--- src/pgbl_pkg.sv ---
// types and constants for the pixel gain and black-level stage
package pgbl_pkg;

  localparam int PGBL_PIX_W = 12;
  localparam int PGBL_CODE_W = 10;
  localparam int PGBL_MANT_W = 12;
  localparam int PGBL_PROD_W = 24;

  // sensor variant: gain law and black-level range go together per variant
  typedef enum logic [1:0] {
    PGBL_VAR_DEFAULT,
    PGBL_VAR_LOW,
    PGBL_VAR_WIDE_LOG,
    PGBL_VAR_WIDE_LINEAR
  } pgbl_variant_t;

  typedef enum logic {
    PGBL_DEPTH_8,
    PGBL_DEPTH_12
  } pgbl_depth_t;

  typedef struct packed {
    logic valid;
    logic [11:0] data;
  } pgbl_pix_t;

  typedef struct packed {
    logic [PGBL_CODE_W-1:0] gain_code;
    logic [PGBL_CODE_W-1:0] black_code;
    logic reject;
    logic s1_valid;
    logic [PGBL_PROD_W-1:0] s1_prod;
    logic [2:0] s1_shift;
    logic [PGBL_CODE_W-1:0] s1_offset;
    logic s1_depth8;
    pgbl_pix_t out;
  } pgbl_state_t;

  // accepted code ranges
  localparam logic [9:0] PGBL_GAIN_MAX_LOW = 10'h016;
  localparam logic [9:0] PGBL_GAIN_MAX_FULL = 10'h3FF;
  localparam logic [9:0] PGBL_BLACK_MAX_DEFAULT = 10'h0FF;
  localparam logic [9:0] PGBL_BLACK_MAX_LOW = 10'h040;
  localparam logic [9:0] PGBL_BLACK_MAX_WIDE = 10'h3FF;

  // reset values
  localparam logic [9:0] PGBL_GAIN_RESET = 10'h000;
  localparam logic [9:0] PGBL_BLACK_RESET = 10'h000;

  // black-level code steps per output count, as right shifts
  localparam logic [2:0] PGBL_BL_SH_DEF8 = 3'h4;
  localparam logic [2:0] PGBL_BL_SH_DEF12 = 3'h0;
  localparam logic [2:0] PGBL_BL_SH_LOW = 3'h2;
  localparam logic [2:0] PGBL_BL_SH_WIDE8 = 3'h6;
  localparam logic [2:0] PGBL_BL_SH_WIDE12 = 3'h2;

  // gain mantissa is Q8: unity is 256
  localparam logic [11:0] PGBL_UNITY = 12'h100;
  localparam logic [15:0] PGBL_LOW_DIV = 16'h0006;
  localparam logic [15:0] PGBL_LOW_BIAS = 16'h0006;
  // linear law: log2 gain in Q8 = code*391/256 - 229 (0.0359 dB/code, -5.385 dB)
  localparam logic [8:0] PGBL_LIN_SLOPE = 9'h187;
  localparam logic [10:0] PGBL_LIN_OFFS = 11'h0E5;
  // 2^(k/16) in Q8 for k = 0..16
  localparam logic [9:0] PGBL_EXP_LUT [0:16] = '{
    10'h100, 10'h10B, 10'h117, 10'h124, 10'h130, 10'h13E, 10'h14C, 10'h15B, 10'h16A,
    10'h17A, 10'h18B, 10'h19C, 10'h1AF, 10'h1C1, 10'h1D6, 10'h1EA, 10'h200};

  localparam logic [11:0] PGBL_MAX12 = 12'hFFF;
  localparam logic [11:0] PGBL_MAX8 = 12'h0FF;
  localparam logic [3:0] PGBL_DEPTH_SHIFT = 4'h4;

endpackage

--- src/pgbl_core.sv ---
// pixel gain and black-level conditioning stage
// How it works
// on the low-range variant a gain code is taken only from 0 to 22.
// on the low-range variant the pixel is multiplied by one plus the gain code over six.
// on the linear-law variant the gain in dB is 0.0359 times the code minus 5.385; the code holds 0 dB for codes 0 to 150.
// a higher black-level code adds a larger offset, a lower one a smaller offset.
// default variants in 8 bit depth shift the output one count per 16 code steps.
// default variants in 12 bit depth shift the output one count per code step.
// the low-range variant shifts the output one count per 4 code steps in any depth.
// wide-range variants in 8 bit depth shift the output one count per 64 code steps.
// wide-range variants in 12 bit depth shift the output one count per 4 code steps.
// default variants take black-level codes from 0 to 255.
// the low-range variant takes black-level codes from 0 to 64.
// wide-range variants take black-level codes from 0 to 1023.
// software points the gain selector at all channels before writing the gain code.
// software points the black-level selector at all channels before writing its code.
// the lowest permitted gain code gives exactly 0 dB on every variant.
// the result is clamped to the output depth instead of wrapping.
`timescale 1ns/1ps
module pgbl_core (
  input wire logic CLOCK,
  input wire logic SYS_RST,
  input wire pgbl_pkg::pgbl_variant_t VARIANT,
  input wire pgbl_pkg::pgbl_depth_t DEPTH,
  input wire logic GAIN_SEL_ALL,
  input wire logic GAIN_WR,
  input wire logic [9:0] GAIN_CODE,
  input wire logic BLACK_SEL_ALL,
  input wire logic BLACK_WR,
  input wire logic [9:0] BLACK_CODE,
  input wire pgbl_pkg::pgbl_pix_t PIX_IN,
  output pgbl_pkg::pgbl_pix_t PIX_OUT,
  output logic [9:0] GAIN_NOW,
  output logic [9:0] BLACK_NOW,
  output logic CODE_REJECT
);
  import pgbl_pkg::*;

  pgbl_state_t s_reg;
  pgbl_state_t s_next;

  logic [9:0] gain_max;
  logic [9:0] black_max;
  logic [2:0] bl_shift;
  logic [11:0] mant;
  logic [2:0] gshift;
  logic [15:0] low_num;
  logic [15:0] low_q;
  logic [18:0] lin_prod;
  logic [10:0] lin_log;
  logic [10:0] lin_pos;
  logic [3:0] lut_k;
  logic [3:0] lut_lo;
  logic [9:0] lut_a;
  logic [9:0] lut_b;
  logic [13:0] lut_step;
  logic [28:0] scaled;
  logic [20:0] gained;
  logic [11:0] gained12;
  logic [11:0] base;
  logic [12:0] sum;
  logic [11:0] out_max;

  //////////////////////////////////////////////////////////////////////////////
  // per-variant limits and black-level step size
  always_comb begin
    gain_max = PGBL_GAIN_MAX_FULL;
    black_max = PGBL_BLACK_MAX_DEFAULT;
    bl_shift = PGBL_BL_SH_DEF12;
    unique case (VARIANT)
      PGBL_VAR_DEFAULT: begin
        // default black range
        black_max = PGBL_BLACK_MAX_DEFAULT;
        // default step size
        bl_shift = (DEPTH == PGBL_DEPTH_8) ? PGBL_BL_SH_DEF8 : PGBL_BL_SH_DEF12;
      end
      PGBL_VAR_LOW: begin
        // low gain range
        gain_max = PGBL_GAIN_MAX_LOW;
        // low black range
        black_max = PGBL_BLACK_MAX_LOW;
        // four steps per count
        bl_shift = PGBL_BL_SH_LOW;
      end
      PGBL_VAR_WIDE_LOG, PGBL_VAR_WIDE_LINEAR: begin
        // wide black range
        black_max = PGBL_BLACK_MAX_WIDE;
        // wide step size
        bl_shift = (DEPTH == PGBL_DEPTH_8) ? PGBL_BL_SH_WIDE8 : PGBL_BL_SH_WIDE12;
      end
    endcase
  end

  //////////////////////////////////////////////////////////////////////////////
  // gain code to Q8 mantissa and power-of-two shift
  always_comb begin
    // one plus code over six, in Q8
    low_num = (16'(s_reg.gain_code) + PGBL_LOW_BIAS) << 8;
    low_q = (low_num + (PGBL_LOW_DIV >> 1)) / PGBL_LOW_DIV;
    // dB law turned into log2 in Q8
    lin_prod = 19'(s_reg.gain_code) * 19'(PGBL_LIN_SLOPE);
    lin_log = lin_prod[18:8];
    // codes at or below the minimum give unity, never attenuation
    lin_pos = (lin_log > PGBL_LIN_OFFS) ? 11'(lin_log - PGBL_LIN_OFFS) : 11'h000;
    lut_k = lin_pos[7:4];
    lut_lo = lin_pos[3:0];
    lut_a = PGBL_EXP_LUT[lut_k];
    lut_b = PGBL_EXP_LUT[5'(lut_k) + 5'h01];
    // interpolation between table points keeps the curve smooth with a small table
    lut_step = 14'(lut_b - lut_a) * 14'(lut_lo);
    mant = PGBL_UNITY;
    gshift = 3'h0;
    unique case (VARIANT)
      PGBL_VAR_LOW: begin
        mant = low_q[11:0];
      end
      PGBL_VAR_WIDE_LINEAR: begin
        mant = 12'(lut_a) + 12'(lut_step >> 4);
        gshift = lin_pos[10:8];
      end
      default: begin
        // default gain law is not built here; unity keeps 0 dB at the lowest code
        mant = PGBL_UNITY;
      end
    endcase
  end

  //////////////////////////////////////////////////////////////////////////////
  // second stage arithmetic: apply shift, add offset, clamp
  always_comb begin
    scaled = 29'(s_reg.s1_prod) << s_reg.s1_shift;
    gained = scaled[28:8];
    // saturate the gained value to the converter range
    gained12 = (gained > 21'(PGBL_MAX12)) ? PGBL_MAX12 : gained[11:0];
    base = s_reg.s1_depth8 ? (gained12 >> PGBL_DEPTH_SHIFT) : gained12;
    out_max = s_reg.s1_depth8 ? PGBL_MAX8 : PGBL_MAX12;
    // offset rises with the black-level code
    sum = 13'(base) + 13'(s_reg.s1_offset);
  end

  //////////////////////////////////////////////////////////////////////////////
  // next state
  always_comb begin
    s_next = s_reg;
    s_next.reject = 1'b0;
    if (GAIN_WR) begin
      // only an all-channels write in range is taken
      if (GAIN_SEL_ALL && (GAIN_CODE <= gain_max)) begin
        s_next.gain_code = GAIN_CODE;
      end else begin
        s_next.reject = 1'b1;
      end
    end
    if (BLACK_WR) begin
      // selector and range check
      if (BLACK_SEL_ALL && (BLACK_CODE <= black_max)) begin
        s_next.black_code = BLACK_CODE;
      end else begin
        s_next.reject = 1'b1;
      end
    end
    s_next.s1_valid = PIX_IN.valid;
    if (PIX_IN.valid) begin
      s_next.s1_prod = 24'(PIX_IN.data) * 24'(mant);
      s_next.s1_shift = gshift;
      s_next.s1_offset = s_reg.black_code >> bl_shift;
      s_next.s1_depth8 = (DEPTH == PGBL_DEPTH_8);
    end
    s_next.out.valid = s_reg.s1_valid;
    if (s_reg.s1_valid) begin
      // clamp to the selected depth
      s_next.out.data = (sum > 13'(out_max)) ? out_max : sum[11:0];
    end
  end

  //////////////////////////////////////////////////////////////////////////////
  always_ff @(posedge CLOCK or posedge SYS_RST) begin
    if (SYS_RST) begin
      s_reg <= '0;
      s_reg.gain_code <= PGBL_GAIN_RESET;
      s_reg.black_code <= PGBL_BLACK_RESET;
    end else begin
      s_reg <= s_next;
    end
  end

  assign PIX_OUT = s_reg.out;
  assign GAIN_NOW = s_reg.gain_code;
  assign BLACK_NOW = s_reg.black_code;
  assign CODE_REJECT = s_reg.reject;

endmodule

--- config.mk ---
export PLATFORM = sky130hd
export DESIGN_NAME = pgbl_core
export DESIGN_NICKNAME = d
export VERILOG_FILES = /design/src/pgbl_pkg.sv /design/src/pgbl_core.sv
export SDC_FILE = /design/constraint.sdc
export NUM_CORES = 1
export LEC_CHECK = 0
export BUFFER_PORTS_ARGS = -buffer_cell sky130_fd_sc_hd__buf_2
export CORE_MARGIN = 5
export CORE_UTILIZATION = 62
export DETAILED_ROUTE_END_ITERATION = 8
export MAX_ROUTING_LAYER = met4
export PLACE_DENSITY_LB_ADDON = 0.05
export SLEW_MARGIN = 20
export SYNTH_ARGS = -nofsm -noshare
export SYNTH_HDL_FRONTEND = slang
export SYNTH_SLANG_ARGS = --single-unit
--- constraint.sdc ---
create_clock -name CLOCK -period 22.8 [get_ports CLOCK]
set_input_delay 5.7 -clock CLOCK [delete_from_list [all_inputs] [get_ports CLOCK]]
set_output_delay 5.7 -clock CLOCK [all_outputs]
set_load 0.01 [all_outputs]
==> flow_summary.json, run 1 <==
{
  "status": "complete, no violations",
  "core_um2": 24500,
  "cts.path.max_buffers": 2,
  "slew_headroom": 0.229,
  "cp_top_family": "adder cells",
  "r2r-start": "GAIN_NOW[1]",
  "r2r_end": "s_reg[47]",
  "dp_hpwl_mm": 28.7,
  "crit_end": "s_reg[47]",
  "layout.cells.most_common": "inv_1",
  "detail-route-antenna-nets": 0,
  "ys_ff_latch": 72,
  "path_clk_slew_ns": 0.06,
  "grt_pass1_vias": 12700,
  "finalSetupTns_ns": 0,
  "postCtsHoldBufs": 0,
  "cts_buffers": 9,
  "slew_viol_final": 0,
  "hold_class": "reg2reg",
  "start_kind": "flop",
  "cts_root_buffer": "clkbuf_16",
  "gp_congestion": 0.908,
  "wirelength_mm": 35.3,
  "die-height_um": 168,
  "worstHoldStart": "s_reg[20]",
  "cts.sinks": 72,
  "antenna_found_initial": 0,
  "largest_register_ffs": 37,
  "worst_r2r_path_depth": 71,
  "ys.flop_type": "dfrtp_1",
  "post-synth-top-area-cell": "fa_1",
  "holdWs_ns": 0.506,
  "grt_usage": 0.261,
  "firstDrtPassIters": 5,
  "drv_cap": 0,
  "skew_ns": 0.0110,
  "initial_utilization": 0.634,
  "gr-total-overflow": 0,
  "slowest_delay_ns": 0.88,
  "path_common_cell": "ha_1",
  "period_needed_ns": 19.17,
  "synth_nets": 2235,
  "rows": 57,
  "path_buf_inv": 11,
  "cts_resized": 0,
  "routed_via_density": 5.87,
  "crit_start": "GAIN_NOW[1]",
  "cts_setup_buffers": 0,
  "drt_iter0_drc": 717,
  "slowest_stage": "o211ai_1",
  "vias": 12700,
  "placed_cells": 2149,
  "finalHoldViolCount": 0,
  "cts_tree": "done",
  "seq_area_frac_synth": 0.116,
  "syn-instance-count": 1847,
  "async_flop_share": 1.00,
  "min_period_over_period": 0.841,
  "crit_path_max_fanout": 16,
  "grt_setup_unrepaired": "false",
  "worst-r2r-setup-slack_ns": 3.63,
  "final_nets": 2224,
  "tightest_slew_ns": 1.15,
  "grt_first_pass_wirelength_mm": 60.6,
  "wl_per_cell_um": 16.3,
  "syn_area_um2": 15500,
  "dieArea_um2": 28300,
  "cp.arrival_ns": 19.39,
  "yosysUniqueCellTypes": 87,
  "fin_area_um2": 16100,
  "port_buffers": 75,
  "synth_area_leaders": "fa_1, ha_1, dfrtp_1, inv_1, nand2_1",
  "antenna_cells": 0,
  "fin_cells": 2165,
  "critPathKind": "reg2reg",
  "ys_warn_count": 0,
  "drive_gt1_frac": 0.100,
  "clk_latency_ns": 0.34,
  "cp_data_required_time_ns": 23.02,
  "pin_count": 76,
  "syn_avg_cell_area_um2": 8.39,
  "finalSetupViolCount": 0,
  "grt_max_degree": 73,
  "endpoint_kind": "flop",
  "die_x_um": 168,
  "synth_edf_count": 0,
  "final_cell_mix": "inv_1, nand2_1, ha_1",
  "drc": 0,
  "worstSetupPathDepth": 71,
  "synth_top_area_frac": 0.178,
  "h-tree-depth": 3,
  "area_growth_pct": 4.03,
  "dpl-instance-area_um2": 15800,
  "max_freq_mhz": 52.2,
  "fillers": 2074
}
## Yosys cell counts (12+ instances only)
master      n
nand3_1    25
a31oi_1    28
o21a_1     12
nand2_1   212
xor2_1     20
and3_1     22
xnor2_1    68
nand2b_1   21
ha_1      208
nor2b_1    21
o21ai_0    62
o21bai_1   17
a21oi_1    80
and2_1     42
mux4_2     14
clkbuf_1   55
nor2_1    113
dfrtp_1    72
a211oi_1   20
nor3_1     31
mux2_2     47
a21o_1     36
inv_1     262
mux2i_1    18
fa_1      138
buf_4      35
## per-layer routing
metal	share of wire	up-vias	wire length [um]	track usage
met5	0	-	0	-
met4	0.021	0	745	0.0565
met3	0.032	56	1120	0.0256
met2	0.52	280	18200	0.465
met1	0.43	6171	15200	0.324
li1	-	6197	-	-
## how the worst min path moves through the flow
stage	slack, ns	endpoint	cells after the start
after global placement	0.49	s_reg[21]	1
after floorplan	0.42	PIX_OUT[12]	0
after CTS	0.51	s_reg[21]	1
final	0.51	s_reg[20]	1
after detailed placement	0.49	s_reg[21]	1
after global routing	0.52	s_reg[21]	1
## area by class of cell
| cell class | count | area, um^2 | share of cell area |
|---|---|---|---|
| multi-input combinational | 1406 | 12200 | 0.755 |
| sequential | 72 | 1800 | 0.112 |
| inverter | 266 | 998 | 0.0619 |
| timing repair buffer | 81 | 420 | 0.0261 |
| tap | 324 | 405 | 0.0251 |
| clock buffer | 9 | 225 | 0.0140 |
| clock inverter | 7 | 103 | 0.00636 |
## stage by stage
step,util,setup slack (ns)
6_report,0.659,3.63
5_1_grt,0.659,2.06
4_1_cts,0.659,3.70
3_5_place_dp,0.646,3.74
3_3_place_gp,0.646,4.27
2_1_floorplan,-,6.34
## cells by family after synthesis
logic type,count (synthesis),share of synthesized area
simple gates,534,0.161
compound gates,354,0.157
xor+xnor,92,0.0547
mux,79,0.0661
flops,72,0.116
buf+inv,369,0.0985
fa+ha+maj,347,0.347
Power of run 1 is left out: the tool's default activity adds up to more than one toggle a clock period on the data nets, which glitch-free logic cannot reach.
==> run 2, diff against run 1 <==
==> constraint.sdc (replaced) <==
create_clock -name CLOCK -period 19.4 [get_ports CLOCK]
set_input_delay 4.85 -clock CLOCK [delete_from_list [all_inputs] [get_ports CLOCK]]
set_output_delay 4.85 -clock CLOCK [all_outputs]
set_load 0.01 [all_outputs]
==> run 2 against run 1 <==
  * Cell count is 0.18% higher
  * Critical path depth is 2 higher
  * Die area stayed put
  * Wire length is 1.6% higher
  * Via count is 0.77% higher
==> flow_summary.json, run 2 (synthesis results as in run 1) <==
{
  "slew_headroom": 0.235,
  "fillers": 2132,
  "drv_cap": 0,
  "finalHoldViolCount": 0,
  "detail-route-antenna-nets": 0,
  "slowest_stage": "dfrtp_1",
  "slowest_delay_ns": 0.64,
  "die_x_um": 168,
  "vias": 12800,
  "antenna_found_initial": 0,
  "gp_congestion": 0.890,
  "status": "complete, no violations",
  "finalSetupViolCount": 0,
  "pin_count": 76,
  "period_needed_ns": 17.85,
  "tightest_slew_ns": 1.14,
  "hold_class": "reg2reg",
  "grt_usage": 0.266,
  "grt_pass1_vias": 13000,
  "max_freq_mhz": 56.0,
  "routed_via_density": 5.90,
  "grt_setup_unrepaired": "false",
  "clk_latency_ns": 0.33,
  "multi_input_area_um2": 12200,
  "grt_max_degree": 73,
  "cts_tree": "done",
  "cts_root_buffer": "clkbuf_16",
  "slew_viol_final": 0,
  "cp_data_required_time_ns": 19.62,
  "drive_gt1_frac": 0.104,
  "cts.sinks": 72,
  "initial_utilization": 0.634,
  "crit_path_max_fanout": 16,
  "antenna_cells": 0,
  "wirelength_mm": 35.8,
  "dp_hpwl_mm": 29.0,
  "wl_per_cell_um": 16.5,
  "largest_register_ffs": 37,
  "core_um2": 24500,
  "critPathKind": "reg2reg",
  "port_buffers": 75,
  "finalSetupTns_ns": 0,
  "endpoint_kind": "flop",
  "min_period_over_period": 0.920,
  "gr-total-overflow": 0,
  "rows": 57,
  "cts_buffers": 9,
  "h-tree-depth": 3,
  "drc": 0,
  "final_cell_mix": "inv_1, nand2_1, ha_1",
  "cts.path.max_buffers": 2,
  "cp.arrival_ns": 18.07,
  "layout.cells.most_common": "inv_1",
  "grt_first_pass_wirelength_mm": 62.1,
  "skew_ns": 0.00822,
  "final_nets": 2228,
  "firstDrtPassIters": 5,
  "die-height_um": 168,
  "path_clk_slew_ns": 0.06,
  "drt_iter0_drc": 715,
  "regArea_um2": 1800,
  "start_kind": "flop",
  "dieArea_um2": 28300,
  "area_growth_pct": 4.31
}
## run 2: cell types whose count changed in the layout (fill, tap and decap cells not counted)
cell,change
a31oi_1,-1
a31oi_2,+1
xnor2_2,+1
clkinv_1,-1
buf_4,+4
inv_2,+1
xnor2_1,-1
## run 2: through the flow
step / setup slack [ns] / utilization / hold WS (ns) / instances / cell area (um^2)
floorplan: 2.94 / - / 0.422 / 1847 / 15500
global placement: 1.63 / 0.647 / 0.490 / 2153 / 15800
detailed placement: 1.23 / 0.647 / 0.494 / 2153 / 15800
CTS: 1.19 / 0.661 / 0.508 / 2169 / 16200
global route: 0.269 / 0.661 / 0.525 / 2169 / 16200
finish: 1.55 / 0.661 / 0.500 / 2169 / 16200
## run 2: what timing repair did
item                                    CTS  global route
resized for setup                         0             2
hold buffers                              0             0
endpoints found under the setup margin    0             3
buffers inserted                          0             0
## run 2: worst max-delay path: cells and delay by family (launching register included)
kind                       cells  cell delay, ns
DFF                            1            0.64
and+or+nand+nor               13            2.33
adders and majority gates     18            7.40
xor gates and xnor gates       2            0.68
muxes                          1            0.44
buffers and inverters         12            1.15
AOI/OAI and AO/OA             27            5.06
## run 2: cell type report
type                            count  share of cell area
Multi-Input combinational cell   1406               0.754
Sequential cell                    72               0.111
Inverter                          266              0.0617
Timing Repair Buffer               85              0.0279
Tap cell                          324              0.0251
Clock buffer                        9              0.0139
Clock inverter                      7             0.00634
## run 2: worst paths after layout
path / startpoint / endpoint / slack, ns / cells past startpoint
max in group asynchronous: SYS_RST / s_reg[42] / 14.02 / 3
setup / recovery: GAIN_NOW[7] / s_reg[47] / 1.55 / 73
min in group asynchronous: SYS_RST / s_reg[15] / 4.79 / 3
hold reg to reg: PIX_OUT[11] / PIX_OUT[11] / 0.50 / 1
hold / removal: PIX_OUT[11] / PIX_OUT[11] / 0.50 / 1
setup reg to reg: GAIN_NOW[7] / s_reg[47] / 1.55 / 73
## run 2: metal layers
metal,vias to the layer above,track usage,part of all wire
met5,-,-,0
met4,0,0.0575,0.020
met3,57,0.0220,0.039
met2,309,0.469,0.51
met1,6227,0.337,0.43
li1,6209,-,-
Power of run 2 is left out for the same reason.
